File: src/pkg/piv_pkg.sv
// Constants, pin bundle and decode helpers for the parallel I/O interrupt vectoring block.
// Assumes bit n of a 12-bit word sits at index n of a [11:0] vector.
package piv_pkg;

  // ==========================================================
  // Widths
  localparam int DXW = 12;
  localparam int NS = 4;
  localparam int VEC_W = 10;
  localparam int SEL_W = 5;
  localparam int CMD_W = 4;

  // ==========================================================
  // Field positions
  localparam int FL_LSB = 0;
  localparam int WP2_BIT = 4;
  localparam int WP1_BIT = 6;
  localparam int IE_LSB = 8;
  localparam int SL_LSB = 0;
  localparam int SP_LSB = 8;
  localparam int SEL_LSB = 3;
  localparam int CMD_LSB = 8;
  localparam int SRC_HI_BIT = 10;
  localparam int SRC_LO_BIT = 11;

  // ==========================================================
  // Reset values
  localparam logic [11:0] CRA_RST = 12'h000;
  localparam logic [11:0] CRB_RST = 12'h000;
  localparam logic [11:0] VEC_RST = 12'h000;
  localparam logic [8:0] CLEAR_ALL_ADDR = 9'h007;

  // ==========================================================
  // Command codes
  typedef logic [3:0] piv_cmd_t;
  localparam piv_cmd_t CMD_READ1 = 4'h0;
  localparam piv_cmd_t CMD_READ2 = 4'h1;
  localparam piv_cmd_t CMD_SKIP1 = 4'h2;
  localparam piv_cmd_t CMD_SKIP2 = 4'h3;
  localparam piv_cmd_t CMD_SFLAG1 = 4'h4;
  localparam piv_cmd_t CMD_WCTLA = 4'h5;
  localparam piv_cmd_t CMD_RCTLA = 4'h6;
  localparam piv_cmd_t CMD_CFLAG1 = 4'h7;
  localparam piv_cmd_t CMD_WRITE1 = 4'h8;
  localparam piv_cmd_t CMD_WRITE2 = 4'h9;
  localparam piv_cmd_t CMD_SKIP3 = 4'ha;
  localparam piv_cmd_t CMD_SKIP4 = 4'hb;
  localparam piv_cmd_t CMD_WVEC = 4'hc;
  localparam piv_cmd_t CMD_WCTLB = 4'hd;
  localparam piv_cmd_t CMD_SFLAG3 = 4'he;
  localparam piv_cmd_t CMD_CFLAG3 = 4'hf;

  typedef enum {PH_IDLE, PH_READ, PH_WRITE} piv_phase_t;

  // ==========================================================
  // Pin bundle; sense[k] is sense input k+1
  typedef struct packed {
    logic addr_load;
    logic devsel_n;
    logic xtc;
    logic grant;
    logic priority_chain_input;
    logic [3:0] sense;
    logic [4:0] sel;
    logic [11:0] dx;
  } piv_pins_t;

  localparam piv_pins_t PINS_RST = '{devsel_n: 1'b1, default: '0};

  // ==========================================================
  // Bit of a per-input field for input k+1 (input 4 at the lowest bit)
  function automatic int sense_bit(input int lsb, input int k);
    sense_bit = lsb + NS - 1 - k;
  endfunction : sense_bit

  // Skip command decode: {valid, index of sense input}
  function automatic logic [2:0] skip_dec(input piv_cmd_t c);
    unique case (c)
      CMD_SKIP1: skip_dec = 3'h4;
      CMD_SKIP2: skip_dec = 3'h5;
      CMD_SKIP3: skip_dec = 3'h6;
      CMD_SKIP4: skip_dec = 3'h7;
      default: skip_dec = 3'h0;
    endcase
  endfunction : skip_dec

  // Highest priority pending input, input 1 first
  function automatic logic [1:0] top_src(input logic [3:0] p);
    top_src = 2'h3;
    for (int i = NS - 1; i >= 0; i--)
    begin
      if (p[i])
        top_src = 2'(i);
    end
  endfunction : top_src

endpackage : piv_pkg

File: src/rtl/piv_core.sv
// Control, sense and vectored interrupt logic of a parallel I/O element on a 12-bit I/O bus.
// Assumes all pins are asynchronous to clk and are resynchronised here; open-drain lines are
// resolved outside from the enables, with the pulled-up level meaning high.
`timescale 1ns/1ns
module piv_core
  import piv_pkg::*;
(
  input wire logic clk,
  input wire logic nrst,
  input wire piv_pins_t pins,
  output logic [3:0] flag,
  output logic [1:0] read_n,
  output logic [1:0] write_pulse,
  output logic [11:0] dx_o,
  output logic dx_oe,
  output logic [3:0] od_o,
  output logic c1_oe,
  output logic c2_oe,
  output logic skp_int_oe,
  output logic grant_oe,
  output logic prio_out
);

  // ==========================================================
  // Input synchronisers
  piv_pins_t meta;
  piv_pins_t s;
  logic devsel_q;
  logic [3:0] sense_q;

  always_ff @(posedge clk or negedge nrst)
  begin
    if (!nrst)
    begin
      meta <= PINS_RST;
      s <= PINS_RST;
    end
    else
    begin
      meta <= pins;
      s <= meta;
    end
  end

  // Edge history is kept on the second stage only
  always_ff @(posedge clk or negedge nrst)
  begin
    if (!nrst)
    begin
      devsel_q <= 1'b1;
      sense_q <= 4'h0;
    end
    else
    begin
      devsel_q <= s.devsel_n;
      sense_q <= s.sense;
    end
  end

  // ==========================================================
  // Address latch and transfer phase
  piv_cmd_t cmd;
  logic hit;
  logic clear_all;
  piv_phase_t phase;
  piv_phase_t next_phase;
  logic rd_start;
  logic wr_start;
  logic rd_end;
  logic iot_go;

  always_ff @(posedge clk or negedge nrst)
  begin
    if (!nrst)
    begin
      cmd <= CMD_READ1;
      hit <= 1'b0;
      clear_all <= 1'b0;
    end
    else if (s.addr_load)
    begin
      cmd <= s.dx[CMD_LSB +: CMD_W];
      hit <= (s.dx[SEL_LSB +: SEL_W] == s.sel);
      clear_all <= (s.dx[11:3] == CLEAR_ALL_ADDR);
    end
  end

  assign rd_start = (phase == PH_IDLE) && devsel_q && !s.devsel_n && s.xtc;
  assign wr_start = (phase == PH_IDLE) && devsel_q && !s.devsel_n && !s.xtc;
  assign rd_end = (phase == PH_READ) && s.devsel_n;
  assign iot_go = (rd_start || wr_start) && hit;

  always_comb
  begin
    next_phase = phase;
    unique case (phase)
      PH_IDLE:
      begin
        if (rd_start)
          next_phase = PH_READ;
        else if (wr_start)
          next_phase = PH_WRITE;
      end
      PH_READ, PH_WRITE:
      begin
        if (s.devsel_n)
          next_phase = PH_IDLE;
      end
    endcase
  end

  always_ff @(posedge clk or negedge nrst)
  begin
    if (!nrst)
      phase <= PH_IDLE;
    else
      phase <= next_phase;
  end

  // ==========================================================
  // Programmable registers
  logic [11:0] flag_polarity_enable_control;
  logic [11:0] sense_mode_control;
  logic [11:0] vecr;
  logic [3:0] ie;
  logic [3:0] sl;
  logic [3:0] sp;
  localparam int FL1_BIT = FL_LSB + 3;
  localparam int FL3_BIT = FL_LSB + 1;

  // Set and clear commands act at the start of either phase
  always_ff @(posedge clk or negedge nrst)
  begin
    if (!nrst)
      flag_polarity_enable_control <= CRA_RST;
    else if (wr_start && hit && cmd == CMD_WCTLA)
      flag_polarity_enable_control <= s.dx;
    else if (iot_go && cmd == CMD_SFLAG1)
      flag_polarity_enable_control[FL1_BIT] <= 1'b1;
    else if (iot_go && cmd == CMD_CFLAG1)
      flag_polarity_enable_control[FL1_BIT] <= 1'b0;
    else if (iot_go && cmd == CMD_SFLAG3)
      flag_polarity_enable_control[FL3_BIT] <= 1'b1;
    else if (iot_go && cmd == CMD_CFLAG3)
      flag_polarity_enable_control[FL3_BIT] <= 1'b0;
  end

  // No read path exists for this one
  always_ff @(posedge clk or negedge nrst)
  begin
    if (!nrst)
      sense_mode_control <= CRB_RST;
    else if (wr_start && hit && cmd == CMD_WCTLB)
      sense_mode_control <= s.dx;
  end

  always_ff @(posedge clk or negedge nrst)
  begin
    if (!nrst)
      vecr <= VEC_RST;
    else if (wr_start && hit && cmd == CMD_WVEC)
      vecr <= s.dx;
  end

  // ==========================================================
  // Sense flops, one skip and one interrupt flop per input
  logic [3:0] skip_ff;
  logic [3:0] int_ff;
  logic [2:0] skd;
  logic vec_sel;
  logic [1:0] top;
  logic pending;

  assign skd = skip_dec(cmd);
  assign top = top_src(int_ff);
  assign pending = |int_ff;

  generate
    for (genvar k = 0; k < NS; k++)
    begin : g_sense
      logic lvl;
      logic edg;
      logic skip_clr;
      logic vec_clr;

      assign ie[k] = flag_polarity_enable_control[sense_bit(IE_LSB, k)];
      assign sl[k] = sense_mode_control[sense_bit(SL_LSB, k)];
      assign sp[k] = sense_mode_control[sense_bit(SP_LSB, k)];
      assign lvl = sp[k] ? s.sense[k] : !s.sense[k];
      assign edg = sp[k] ? (s.sense[k] && !sense_q[k]) : (!s.sense[k] && sense_q[k]);
      assign skip_clr = clear_all && rd_start || rd_end && hit && skd[2] && skd[1:0] == 2'(k);
      assign vec_clr = rd_end && vec_sel && top == 2'(k);

      // Set wins over any clear in the same cycle
      always_ff @(posedge clk or negedge nrst)
      begin
        if (!nrst)
          skip_ff[k] <= 1'b0;
        else if (sl[k] ? lvl : edg)
          skip_ff[k] <= 1'b1;
        else if (skip_clr)
          skip_ff[k] <= 1'b0;
      end

      always_ff @(posedge clk or negedge nrst)
      begin
        if (!nrst)
          int_ff[k] <= 1'b0;
        else if (!ie[k])
          int_ff[k] <= 1'b0;
        else if (edg && !sl[k] && !s.grant)
          int_ff[k] <= 1'b1;
        else if (skip_clr || vec_clr)
          int_ff[k] <= 1'b0;
      end
    end
  endgenerate

  // ==========================================================
  // Vector selection, frozen for the whole read phase
  always_ff @(posedge clk or negedge nrst)
  begin
    if (!nrst)
      vec_sel <= 1'b0;
    else if (rd_start)
      vec_sel <= s.grant && s.priority_chain_input && pending;
    else if (phase == PH_IDLE)
      vec_sel <= 1'b0;
  end

  // ==========================================================
  // Outputs, all registered
  logic in_read;
  logic [11:0] vec_word;

  assign in_read = (phase == PH_READ);
  assign vec_word = {top[0], top[1], vecr[VEC_W - 1:0]};

  always_ff @(posedge clk or negedge nrst)
  begin
    if (!nrst)
    begin
      flag <= 4'h0;
      od_o <= 4'h0;
      prio_out <= 1'b0;
    end
    else
    begin
      for (int k = 0; k < NS; k++)
        flag[k] <= flag_polarity_enable_control[sense_bit(FL_LSB, k)];
      od_o <= 4'h0;
      prio_out <= s.priority_chain_input && !pending;
    end
  end

  always_ff @(posedge clk or negedge nrst)
  begin
    if (!nrst)
    begin
      dx_o <= 12'h000;
      dx_oe <= 1'b0;
    end
    else
    begin
      dx_o <= vec_sel ? vec_word : flag_polarity_enable_control;
      dx_oe <= in_read && (vec_sel || hit && cmd == CMD_RCTLA);
    end
  end

  // Transfer type lines; a vector outranks any addressed command
  always_ff @(posedge clk or negedge nrst)
  begin
    if (!nrst)
    begin
      c1_oe <= 1'b0;
      c2_oe <= 1'b0;
    end
    else
    begin
      c1_oe <= in_read && (vec_sel || hit && (cmd == CMD_RCTLA || cmd == CMD_READ1 || cmd == CMD_READ2));
      c2_oe <= in_read && vec_sel;
    end
  end

  // The skip line carries the request at address load and the skip answer in the read phase
  always_ff @(posedge clk or negedge nrst)
  begin
    if (!nrst)
      skp_int_oe <= 1'b0;
    else
      skp_int_oe <= (s.addr_load && pending && !s.grant)
                    || (in_read && hit && skd[2] && skip_ff[skd[1:0]]);
  end

  // Any transfer while grant is high returns grant low
  always_ff @(posedge clk or negedge nrst)
  begin
    if (!nrst)
      grant_oe <= 1'b0;
    else
      grant_oe <= s.grant && (phase != PH_IDLE || rd_start || wr_start);
  end

  always_ff @(posedge clk or negedge nrst)
  begin
    if (!nrst)
    begin
      read_n <= 2'h3;
      // Idle at the reset polarity, so no false strobe follows reset
      write_pulse <= {!CRA_RST[WP2_BIT], !CRA_RST[WP1_BIT]};
    end
    else
    begin
      read_n[0] <= !(in_read && hit && cmd == CMD_READ1);
      read_n[1] <= !(in_read && hit && cmd == CMD_READ2);
      write_pulse[0] <= (phase == PH_WRITE && hit && cmd == CMD_WRITE1) ^ !flag_polarity_enable_control[WP1_BIT];
      write_pulse[1] <= (phase == PH_WRITE && hit && cmd == CMD_WRITE2) ^ !flag_polarity_enable_control[WP2_BIT];
    end
  end

  // ==========================================================
  // Checks
  property p_flag;
    @(posedge clk) disable iff (!nrst)
    1'b1 |=> flag == $past({flag_polarity_enable_control[0], flag_polarity_enable_control[1], flag_polarity_enable_control[2], flag_polarity_enable_control[3]});
  endproperty
  a_flag: assert property (p_flag) else $error("flag pins differ from control A");

  property p_ie_hold;
    @(posedge clk) disable iff (!nrst)
    !flag_polarity_enable_control[11] |=> !int_ff[0];
  endproperty
  a_ie_hold: assert property (p_ie_hold) else $error("disabled interrupt flop set");

  property p_level_noint;
    @(posedge clk) disable iff (!nrst)
    sense_mode_control[3] && !int_ff[0] |=> !int_ff[0];
  endproperty
  a_level_noint: assert property (p_level_noint) else $error("level input raised interrupt");

  property p_wp_idle;
    @(posedge clk) disable iff (!nrst)
    phase != PH_WRITE |=> write_pulse[0] == !$past(flag_polarity_enable_control[6]);
  endproperty
  a_wp_idle: assert property (p_wp_idle) else $error("write strobe idle level wrong");

  property p_crb_cap;
    @(posedge clk) disable iff (!nrst)
    wr_start && hit && cmd == CMD_WCTLB |=> sense_mode_control == $past(s.dx);
  endproperty
  a_crb_cap: assert property (p_crb_cap) else $error("control B not captured");

  property p_vec;
    @(posedge clk) disable iff (!nrst)
    vec_sel && in_read |=> dx_oe && c1_oe && c2_oe && dx_o[9:0] == $past(vecr[9:0]);
  endproperty
  a_vec: assert property (p_vec) else $error("vector not supplied");

  property p_freeze;
    @(posedge clk) disable iff (!nrst)
    s.grant && !int_ff[1] |=> !int_ff[1];
  endproperty
  a_freeze: assert property (p_freeze) else $error("request taken during grant");

  property p_top_clear;
    @(posedge clk) disable iff (!nrst)
    rd_end && vec_sel && int_ff[0] && int_ff[2] && flag_polarity_enable_control[9] && !skd[2] && s.sense[0] == sense_q[0]
      |=> !int_ff[0] && int_ff[2];
  endproperty
  a_top_clear: assert property (p_top_clear) else $error("wrong flop cleared after vector");

  property p_novec;
    @(posedge clk) disable iff (!nrst)
    !s.priority_chain_input && phase == PH_IDLE |=> !c2_oe [*2];
  endproperty
  a_novec: assert property (p_novec) else $error("vector with priority input low");

  property p_irq;
    @(posedge clk) disable iff (!nrst)
    s.addr_load && !s.grant && pending |=> skp_int_oe;
  endproperty
  a_irq: assert property (p_irq) else $error("request not shown on skip line");

endmodule : piv_core

File: config.mk
export PLATFORM = sky130hd
export DESIGN_NAME = piv_core
export DESIGN_NICKNAME = d
export VERILOG_FILES = /design/src/pkg/piv_pkg.sv /design/src/rtl/piv_core.sv
export SDC_FILE = /design/constraint.sdc
export NUM_CORES = 1
export LEC_CHECK = 0
export BUFFER_PORTS_ARGS = -buffer_cell sky130_fd_sc_hd__buf_2
export CORE_AREA = 2 2 96 98
export CTS_CLUSTER_SIZE = 10
export DETAILED_ROUTE_END_ITERATION = 8
export DIE_AREA = 0 0 98 100
export GPL_TIMING_DRIVEN = 0
export PLACE_DENSITY = 0.75
export SLEW_MARGIN = 20
export SYNTH_ARGS = -nofsm -noshare
export SYNTH_HDL_FRONTEND = slang
export SYNTH_SLANG_ARGS = --single-unit
File: constraint.sdc
create_clock -name clk -period 4.7 [get_ports clk]
set_input_delay 0.47 -clock clk [delete_from_list [all_inputs] [get_ports clk]]
set_output_delay 0.47 -clock clk [all_outputs]
set_load 0.02 [all_outputs]
# After elaboration in Yosys (flattened, before gate mapping)
# Index checks and enable logic that the tools add are counted.
[op_classes]
eq_ne = 35
bitwise = 2
magnitude_cmp = 1
muxes = 53
reduce_logical = 114
[op_table]
columns = ["op", "count"]
rows = [
  ["two-way mux 32 bit", 3],
  ["== test 32 x 2 -> 1 bit, second input constant", 2],
  ["logical NOT 32 bit", 2],
  ["one-hot mux 32 bit (2 select lines)", 1],
  ["logical AND 1 bit", 61],
  ["two-way mux 1 bit", 44],
  ["== test 32 x 1 -> 1 bit, second input constant", 1],
  ["== test 32 x 3 -> 1 bit, second input constant", 1],
  ["== test 4 bit, second input constant", 8],
  ["nonzero test 32 bit", 1],
  ["logical NOT 1 bit", 20],
  ["== test 4 x 3 -> 1 bit, second input constant", 4],
  ["logical OR 1 bit", 16],
  ["two-way mux 12 bit", 1],
  ["!= test 3 x 1 -> 1 bit, second input constant", 4],
  ["one-hot mux 3 bit (4 select lines)", 1],
  ["nonzero test 2 bit", 5],
  ["== test 9 x 3 -> 1 bit, second input constant", 1],
  ["== test 2 bit, second input constant", 4],
  ["== test 4 x 2 -> 1 bit, second input constant", 2],
  ["!= test 2 bit, second input constant", 3],
  ["nonzero test 3 bit", 2],
  ["== test 5 bit", 1],
  ["== test 2 x 1 -> 1 bit, second input constant", 2],
  ["12 further kinds", 15],
]
[word_totals]
output_inout_bits = 30
in_bits = 28
word_cells = 251
reg_bits = 164

# Longest topological paths before layout
# Gate-level depths: netlist (run 1).
[depth]
word_depth = 12
depth_mapped = 8
ltp_nobuf = 6

# Worst setup path after synthesis (run 1)
# No wires, ideal clock.
[synth_path]
kind = "register to register"
from = "register phase[0]"
to = "register vecr[0]"
t_required_ps = 4575
n_path_buf = 2
stages_incl_launch_ff = 9
synth_period_minus_slack_ps = 2168
setup_slack_ps = 2532
setup_time_ps = 125
arrival_time_ps = 2043
path_cell_list = "dfrtp_1 > inv_1 > ha_1 > buf_6 > nand3b_4 > or3_4 > or4_4 > buf_6 > mux2_4"
[synth_via]
elab_chain_cells = 6
[synth_lines]
columns = ["item", "line_no", "text"]
rows = [
  ["start, declared", "piv_core.sv:65", "piv_phase_t phase;"],
  ["start signal, assigned", "piv_core.sv:117", "phase <= next_phase;"],
  ["logical NOT 32 bit", "piv_core.sv:89", "assign wr_start = (phase == PH_IDLE) && devsel_q && !s.devsel_n && !s.xtc;"],
  ["logical AND 1 bit (3 in a row)", "piv_core.sv:89", ""],
  ["logical AND 1 bit (2 in a row)", "piv_core.sv:161", "else if (wr_start && hit && cmd == CMD_WVEC)"],
  ["end signal, assigned", "piv_core.sv:162", "vecr <= s.dx;"],
  ["end, declared", "piv_core.sv:124", "logic [11:0] vecr;"],
]
# No other way between the ends.
# A chain may end at the register's enable or synchronous reset.

# Final worst setup path (run 1)
[layout_path]
from = "register phase[0]"
to = "register vecr[9]"
# Same word-level chain as after synthesis.

==> results.sh, run 1 <==
export IMPL_status="finished clean"
export IMPL_place_gp_congestion=0.7920
export IMPL_seq_power_share_pct=45.3
export IMPL_die_h_um=100
export IMPL_switching_power_mw=0.6291
export IMPL_fmaxAchievable_ghz=0.4293
export IMPL_initial_core_util_pct=53.31
export IMPL_dp_hpwl_mm=5.549
export IMPL_crit_fanout=10
export IMPL_synth_edff_count=0
export IMPL_post_cts_setup_buffers=0
export IMPL_ctsHoldBuffers=1
export IMPL_ys_types=54
export IMPL_drv_slew=0
export IMPL_worstSetupStartpointType="register"
export IMPL_max_stage_delay_ns=0.43
export IMPL_power_share_clock_pct=47.2
export IMPL_io_buffer_count=53
export IMPL_grtUsageTotal_pct=19.01
export IMPL_via_count=2762
export IMPL_ys_seq_area_share_pct=68.82
export IMPL_cts_resized=0
export IMPL_setup_tns_ns=0
export IMPL_critPathCaptureType="register"
export IMPL_power_density_nw_per_um2=463.9
export IMPL_grt_pass1_vias=2841
export IMPL_rows=35
export IMPL_ys_warn_count=0
export IMPL_p_sw_share_pct=23.44
export IMPL_drc=0
export IMPL_dieArea_um2=9800
export IMPL_p_comb_share_pct=7.6
export IMPL_root_buffer="clkbuf_8"
export IMPL_worstPathCellList="inv_1, ha_1, buf_6, nand3b_4, or3_4, or4_4, buf_6, mux2_4"
export IMPL_yosysTopAreaCellShare_pct=64.94
export IMPL_die_x_um=98
export IMPL_insertedDiodeCount=0
export IMPL_fillCellCount=647
export IMPL_synthTopCellsByCount="dfrtp_1, mux2_2, nor2_1"
export IMPL_grt_pass1_wl_mm=13.98
export IMPL_ir_drop_uv=247.8
export IMPL_groute_layer_met2_usage_pct=32.82
export IMPL_core_um2=8890
export IMPL_worst_pin_slew_ns=0.8092
export IMPL_setup_violations=0
export IMPL_crit_buf_inv=3
export IMPL_p_leak_nw=2.803
export IMPL_power_mw=2.684
export IMPL_grt_use_met3_pct=5.014
export IMPL_antenna_found_initial=0
export IMPL_relSlewSlack_pct=45.93
export IMPL_critPathSlowestCell="or4_4"
export IMPL_antenna_left=0
export IMPL_final_period_utilization_pct=49.56
export IMPL_drive_gt1_share_pct=35.59
export IMPL_syn_area_um2=4740
export IMPL_maxCapViolations=0
export IMPL_path_delay_family="simple AND/OR/NAND/NOR gates"
export IMPL_cts_clk_slew_worst_paths_ns=0.06
export IMPL_finalHoldViolations=0
export IMPL_htree_levels=4
export IMPL_grt_max_degree=73
export IMPL_cts_buffers_inserted=17
export IMPL_avgSynthCellArea_um2=14.67
export IMPL_grt_util_met1_pct=22.93
export IMPL_critical_path_class="reg2reg"
export IMPL_routed_wl_mm=8.668
export IMPL_ys_seq_elements=130
export IMPL_ios=58
export IMPL_stdcell_count=524
export IMPL_crit_arrival_ns=2.72
export IMPL_area_delta_synth_final_pct=22.04
export IMPL_fin_nets=432
export IMPL_place_inst=491
export IMPL_yosys_area_top_type="dfrtp_1"
export IMPL_busiest_layer="met2"
export IMPL_skew_ns=0.005709
export IMPL_cts_buffer_depth=2
export IMPL_cts_tree="built"
export IMPL_hp_class="in2reg"
export IMPL_min_period_ns=2.329
export IMPL_syn_inst=323
export IMPL_drt_initial_drc_count=192
export IMPL_cpMostUsedCell="buf_6"
export IMPL_vias_per_cell=5.271
export IMPL_critPathRequiredTime_ns=5.09
export IMPL_rsz0062_at_grt="false"
export IMPL_ys_flop_type="dfrtp_1"
export IMPL_drt_pre_antenna_iters=4
export IMPL_gr_total_overflow=0
export IMPL_wl_per_cell_um=16.54
export IMPL_synthTopCellsByArea="dfrtp_1, mux2_2, dfstp_2"
export IMPL_whs_ns=0.05584
export IMPL_clkSinkCount=130
export IMPL_yosysMostFrequentCell="dfrtp_1"
export IMPL_synthArstFlopShare_pct=100.0
export IMPL_clk_latency_ns=0.51
export IMPL_power_internal_mw=2.054
[placed cells by master, fill, tap and decap left out, types with 3 or more instances in the layout]
cell type,instances
nand3_1,9
and2_1,4
xor2_1,7
mux2_4,10
dfstp_2,7
clkinvlp_4,5
clkbuf_16,16
inv_1,11
clkbuf_8,4
o21ai_0,11
a22oi_1,3
dfrtp_1,123
xnor2_1,5
o32ai_1,3
clkinv_2,3
buf_6,3
o2bb2ai_1,3
conb_1,4
a21oi_1,3
nor2_1,15
buf_4,4
nor2b_1,4
nor3_1,3
o22ai_1,3
nand2b_1,4
mux2_2,31
buf_2,53
nand2_1,13
ha_1,4
[registers in the layout, summed over array words and instances, names as in the netlist, 2 cells and up]
name                          flops
cmd                               4
dx_o                             12
flag                              4
flag_polarity_enable_control     12
int_ff                            4
meta                             26
phase                             2
read_n                            2
s                                26
sense_mode_control                8
sense_q                           4
skip_ff                           4
vecr                             10
write_pulse                       2
[per-stage QoR]
step                worst slack, ns  instance area, µm²  utilization [%]
detailed placement            2.396                5189            58.37
finish                        2.371                5784            65.07
global placement              1.610                5155            57.99
floorplan                     2.532                4751                -
CTS                           2.372                5784            65.07
global route                  2.187                5784            65.07
[final timing paths]
kind | cells after the start | slack, ns | startpoint | end
min | 1 | 0.06 | pins[24] | meta[24]
min in group asynchronous | 2 | 0.49 | nrst | phase[1]
max | 8 | 2.37 | phase[0] | vecr[9]
min reg2reg | 0 | 0.35 | meta[1] | s[1]
max reg2reg | 8 | 2.37 | phase[0] | vecr[9]
max in group asynchronous | 3 | 3.50 | nrst | skip_ff[2]
[cell type report]
cell class / instances / area [µm²] / area share, %
Sequential cell: 130 / 3262 / 56.39
Multi-Input combinational cell: 174 / 1375 / 23.77
Clock buffer: 20 / 455.4 / 7.874
Timing Repair Buffer: 55 / 309.0 / 5.343
Tap cell: 111 / 138.9 / 2.401
Clock inverter: 12 / 130.1 / 2.250
Buffer: 11 / 72.57 / 1.255
Inverter: 11 / 41.29 / 0.7138
[metal layers]
metal / up-vias / wire, µm
met2: 60 / 4536
met5: - / 0
li1: 1276 / -
met3: 9 / 349
met4: 0 / 112
met1: 1417 / 3669
[logic make-up after synthesis]
group                      after synthesis  synth area share, %
other                                    1              0.07912
AOI/OAI and AO/OA                       42                6.336
DFF                                    130                68.82
and+or+nand+nor                         69                8.131
buffers and inverters                   22                2.402
adders and majority gates                4                1.056
muxes                                   43                10.96
xor gates and xnor gates                12                2.218
[power by group through the flow]
stage,logic [mW],clock network (mW),registers (mW)
after detailed placement,0.203,0,1.23
after global placement,0.190,0,1.23
after global routing,0.226,1.33,1.22
final,0.203,1.27,1.22
after floorplan,0.112,0,1.24
after CTS,0.206,1.28,1.22
Power figures use the tool's default switching activity.
==> run 2: changes to the inputs <==
- CORE_AREA: 2 2 96 98 -> 2 2 100 102
- DIE_AREA: 0 0 98 100 -> 0 0 102 104
- PLACE_DENSITY: 0.75 -> 0.73
- clock period: 4.7 -> 2 ns (I/O delays scaled with it)
==> run 2 against run 1 <==
The flow now finishes with violations (setup timing). Global-route usage shrank 0.80 points. Cell area grew 7.1%. Register-to-register slack lost 2.5 ns. Hold slack gained 0.24 ns. Clock power grew 130%. Die area grew 8.2%. First-iteration DRC count shrank 5.2%. Sequential share of layout area shrank 3.7 points. Flip-flop and latch count is the same. Via count grew 6.7%.
==> results.sh, run 2 (same netlist as run 1, synthesis figures left out) <==
export IMPL_r2r_end="vecr[5]"
export IMPL_gr_total_overflow=0
export IMPL_min_period_ns=2.173
export IMPL_place_inst=513
export IMPL_path_delay_family="simple AND/OR/NAND/NOR gates"
export IMPL_grt_max_degree=84
export IMPL_rows=36
export IMPL_die_x_um=102
export IMPL_finalHoldViolations=0
export IMPL_power_share_clock_pct=45.4
export IMPL_drc=0
export IMPL_drt_pre_antenna_iters=4
export IMPL_fmaxAchievable_ghz=0.4601
export IMPL_wl_per_cell_um=15.26
export IMPL_power_density_nw_per_um2=1036
export IMPL_insertedDiodeCount=0
export IMPL_critPathRequiredTime_ns=2.40
export IMPL_stdcell_count=584
export IMPL_skew_ns=0.007875
export IMPL_crit_buf_inv=2
export IMPL_dieArea_um2=10610
export IMPL_vias_per_cell=5.046
export IMPL_die_h_um=104
export IMPL_grt_pass1_vias=3002
export IMPL_io_buffer_count=53
export IMPL_rr_worst_depth=7
export IMPL_worstPathCellList="inv_2, ha_4, nand3b_4, or3_4, or4_4, clkbuf_16, mux2_4"
export IMPL_routed_wl_mm=8.914
export IMPL_worstSetupStartpointType="register"
export IMPL_rsz0062_at_grt="true"
export IMPL_top_regs="meta (26), s (26)"
export IMPL_worst_pin_slew_ns=0.7158
export IMPL_final_period_utilization_pct=108.7
export IMPL_crit_fanout=5
export IMPL_r2r_slack_ns=-0.17
export IMPL_cts_tree="built"
export IMPL_cts_buffer_depth=2
export IMPL_drive_gt1_share_pct=35.92
export IMPL_clk_latency_ns=0.52
export IMPL_drv_slew=0
export IMPL_mostFrequentLayoutCell="dfrtp_1"
export IMPL_antenna_found_initial=0
export IMPL_critPathSlowestCell="or4_4"
export IMPL_p_sw_share_pct=24.05
export IMPL_ios=58
export IMPL_clkSinkCount=130
export IMPL_p_comb_share_pct=10.2
export IMPL_switching_power_mw=1.544
export IMPL_setup_tns_ns=-1.708
export IMPL_cts_clk_slew_worst_paths_ns=0.06
export IMPL_grt_pass1_wl_mm=14.48
export IMPL_maxCapViolations=0
export IMPL_worstReg2RegStart="phase[1]"
export IMPL_htree_levels=4
export IMPL_fin_nets=470
export IMPL_seq_power_share_pct=44.4
export IMPL_critical_path_class="reg2reg"
export IMPL_core_um2=9549
export IMPL_cts_buffers_inserted=17
export IMPL_grtUsageTotal_pct=18.20
export IMPL_area_delta_synth_final_pct=30.73
export IMPL_ir_drop_uv=655.6
export IMPL_dp_hpwl_mm=5.539
export IMPL_worst_slack_ns=-0.1734
export IMPL_root_buffer="clkbuf_8"
export IMPL_violations="setup timing"
export IMPL_p_leak_nw=2.987
export IMPL_place_gp_congestion=0.7950
export IMPL_relSlewSlack_pct=52.28
export IMPL_crit_arrival_ns=2.58
export IMPL_initial_core_util_pct=49.63
export IMPL_antenna_left=0
export IMPL_fin_util_pct=64.88
export IMPL_drt_initial_drc_count=182
export IMPL_final_cell_mix="dfrtp_1, buf_2, mux2_2"
export IMPL_critPathCaptureType="register"
export IMPL_power_internal_mw=4.875
export IMPL_max_stage_delay_ns=0.48
export IMPL_status="finished, violations left"
export IMPL_setup_violations=20
export IMPL_hp_class="in2async"
export IMPL_via_count=2947
[run 2: cell count changes in the layout (fill, tap and decap cells not counted), sizes merged]
cell	change
buf	+11
clkbuf	-1
clkinvlp	-1
dlygate4sd3	+26
inv	+3
[run 2: through the flow]
stage / hold WS [ns] / power [mW] / instance area (µm²) / setup WS [ns]
6_report: 0.2957 / 6.419 / 6196 / -0.1734
5_1_grt: 0.3038 / 6.682 / 6196 / -0.2463
4_1_cts: 0.2893 / 6.431 / 6123 / -0.2337
3_5_place_dp: 0.2973 / 3.408 / 5233 / -0.2683
3_3_place_gp: 0.3060 / 3.367 / 5199 / -0.8248
2_1_floorplan: -0.09559 / 3.202 / 4767 / -0.1386
[run 2: final cells by class]
type	count	area (µm²)
tap	133	166.4
clock buffer	18	417.9
clock inverter	14	152.6
buffer	10	72.57
sequential	130	3262
multi-input combinational	174	1399
fill	725	3353
timing repair buffer	94	684.4
inverter	11	41.29
[run 2: repair_timing]
action / 4_1_cts / 5_1_grt
endpoints found under the setup margin: 32 / 30
gates resized for setup: 3 / 1
endpoints found under the hold margin: 102 / 0
gates cloned: 0 / 1
buffers inserted: 5 / 7
pin swaps: 0 / 0
hold buffers: 27 / 0
[run 2: metal layers]
metal	up-vias	routed length [µm]	GRT usage (%)	share of wire, %
met5	-	0	0	0
met4	0	201	7.524	2.3
met3	20	396	5.847	4.4
met2	82	4699	29.70	53
met1	1484	3616	22.20	41
li1	1361	-	-	-
[run 2: worst register-to-register path: cells and delay by family (launching register included)]
kind | cells | cell delay [ns]
AND/OR/NAND/NOR | 3 | 0.94
multiplexers | 1 | 0.30
flip-flops | 1 | 0.40
adder cells (fa/ha/maj) | 1 | 0.15
buffers and inverters | 2 | 0.27
[run 2: power by group through the flow]
stage / Combinational [mW] / Clock [mW] / Sequential, mW
2_1_floorplan: 0.287 / 0 / 2.92
3_3_place_gp: 0.472 / 0 / 2.90
3_5_place_dp: 0.505 / 0 / 2.90
4_1_cts: 0.613 / 2.97 / 2.85
5_1_grt: 0.724 / 3.09 / 2.86
6_report: 0.654 / 2.91 / 2.85
[run 2: how the worst max path moves through the flow]
stage / start / endpoint / slack [ns] / cells past startpoint
5_1_grt: phase[0] / vecr[5] / -0.25 / 7
3_5_place_dp: phase[0] / vecr[7] / -0.27 / 8
6_report: phase[1] / vecr[5] / -0.17 / 7
3_3_place_gp: nrst / meta[2] / -0.82 / 1
4_1_cts: phase[1] / vecr[3] / -0.23 / 8
2_1_floorplan: phase[0] / vecr[0] / -0.14 / 8
==> run 3: changes to the inputs <==
- SETUP_SLACK_MARGIN: default -> 0.4
==> run 3 against run 2 <==
The run still ends with setup timing left. Critical path depth grew 1. Cell area grew 6.2%. Register-to-register slack is essentially flat. Clock power grew 3%. Power grew 3.1%. First-iteration DRC count grew 40%. Via count grew 4.8%. Routed wire length grew 14%. Sequential share of layout area shrank 3.0 points. Clock-buffer cell count is the same. Flip-flop and latch count is the same. Highest routed layer unchanged.
==> results.sh, run 3 (same netlist as run 1, synthesis figures left out) <==
export IMPL_status="finished, violations left"
export IMPL_violations="setup timing"
export IMPL_p_leak_nw=3.144
export IMPL_cts_buffer_depth=2
export IMPL_power_mw=6.616
export IMPL_drc=0
export IMPL_dp_worst_setup_slack_ns=-0.2462
export IMPL_drt_initial_drc_count=254
export IMPL_rows=36
export IMPL_worstPathCellList="inv_2, ha_4, buf_6, nand3b_4, or3_4, or4_4, buf_16, mux2_4"
export IMPL_hp_class="in2async"
export IMPL_fin_nets=487
export IMPL_crit_fanout=5
export IMPL_antenna_found_initial=0
export IMPL_die_h_um=104
export IMPL_whs_ns=0.1771
export IMPL_final_period_utilization_pct=109.0
export IMPL_skew_ns=0.01237
export IMPL_cts_buffers_inserted=17
export IMPL_via_count=3087
export IMPL_critPathCaptureType="register"
export IMPL_path_delay_family="simple AND/OR/NAND/NOR gates"
export IMPL_min_period_ns=2.180
export IMPL_cts_tree="built"
export IMPL_place_gp_congestion=0.7914
export IMPL_antenna_left=0
export IMPL_worst_slack_ns=-0.1800
export IMPL_finalHoldViolations=0
export IMPL_clkSinkCount=130
export IMPL_worstSetupStartpointType="register"
export IMPL_setup_tns_ns=-2.641
export IMPL_power_density_nw_per_um2=1005
export IMPL_grtUsageTotal_pct=20.31
export IMPL_drv_slew=0
export IMPL_worst_pin_slew_ns=0.7279
export IMPL_drive_gt1_share_pct=43.16
export IMPL_ir_drop_uv=604.7
export IMPL_grt_pass1_vias=3150
export IMPL_final_cell_mix="dfrtp_1, buf_2, mux2_4"
export IMPL_mostFrequentLayoutCell="dfrtp_1"
export IMPL_max_stage_delay_ns=0.49
export IMPL_drt_pre_antenna_iters=4
export IMPL_crit_buf_inv=3
export IMPL_cts_clk_slew_worst_paths_ns=0.06
export IMPL_fin_util_pct=68.91
export IMPL_routed_wl_mm=10.20
export IMPL_io_buffer_count=53
export IMPL_root_buffer="clkbuf_8"
export IMPL_area_delta_synth_final_pct=38.83
export IMPL_relSlewSlack_pct=51.02
export IMPL_dp_hpwl_mm=5.497
export IMPL_critPathSlowestCell="or4_4"
export IMPL_top_regs="meta (26), s (26)"
export IMPL_grt_max_degree=84
export IMPL_critical_path_class="reg2reg"
export IMPL_critPathRequiredTime_ns=2.40
export IMPL_clk_latency_ns=0.52
export IMPL_insertedDiodeCount=0
export IMPL_dieArea_um2=10610
export IMPL_gr_total_overflow=0
export IMPL_grt_pass1_wl_mm=16.02
export IMPL_ios=58
export IMPL_fmaxAchievable_ghz=0.4587
export IMPL_die_x_um=102
export IMPL_crit_arrival_ns=2.58
export IMPL_wl_per_cell_um=16.97
export IMPL_rsz0062_at_grt="true"
export IMPL_vias_per_cell=5.136
export IMPL_maxCapViolations=0
export IMPL_initial_core_util_pct=49.63
export IMPL_core_um2=9549
export IMPL_setup_violations=30
export IMPL_htree_levels=4
## run 3: changes by cell type in the layout (fill, tap and decap cells not counted), sizes merged
cell	change
clkinv	+1
inv	-1
buf	+17
## run 3: layer usage
layer | routed length (µm) | GRT usage, % | part of all wire [%]
met1 | 4297 | 26.10 | 42
met2 | 5197 | 32.14 | 51
met3 | 505 | 5.914 | 5.0
met4 | 200 | 8.476 | 2.0
met5 | 0 | 0 | 0
## run 3: worst register-to-register path: stages (launching register included)
cell	delay, ns
dfrtp_1	0.39
inv_2	0.08
ha_4	0.12
buf_6	0.09
nand3b_4	0.08
or3_4	0.33
or4_4	0.49
buf_16	0.18
mux2_4	0.29
## run 3: power breakdown
part / leakage [nW] / internal, mW / total, mW / switching [mW]
sequential: 1.62 / 2.76 / 2.86 / 0.0942
clock: 0.275 / 1.82 / 3.00 / 1.18
combinational: 1.25 / 0.378 / 0.760 / 0.382
total: 3.14 / 4.96 / 6.62 / 1.66
## run 3: what timing repair did
action | 4_1_cts | 5_1_grt
setup buffers | 21 | 6
gates cloned | 2 | 0
hold buffers | 27 | 0
endpoints found under the setup margin | 40 | 42
endpoints found under the hold margin | 73 | 0
gates resized for setup | 38 | 24
pin swaps | 10 | 8
## run 3: worst paths after layout
check | start | end | slack, ns | cells after the start
max | phase[1] | vecr[1] | -0.18 | 8
min in group clk | pins[25] | meta[25] | 0.31 | 2
min reg2reg | meta[10] | s[10] | 0.35 | 0
max reg2reg | phase[1] | vecr[1] | -0.18 | 8
max in group asynchronous | nrst | s[7] | 1.08 | 3
min | nrst | meta[23] | 0.18 | 2
## run 3: area by class of cell
cell class,count,area [µm²]
Sequential cell,130,3266
Fill cell,657,2969
Multi-Input combinational cell,174,1594
Timing Repair Buffer,110,838.3
Clock buffer,18,427.9
Tap cell,133,166.4
Clock inverter,14,152.6
Buffer,11,93.84
Inverter,11,41.29
## run 3: metrics by stage
step,cell area (µm²),instances
global route,6580,601
floorplan,4781,326
finish,6580,601
CTS,6442,595
global placement,5213,512
detailed placement,5246,513
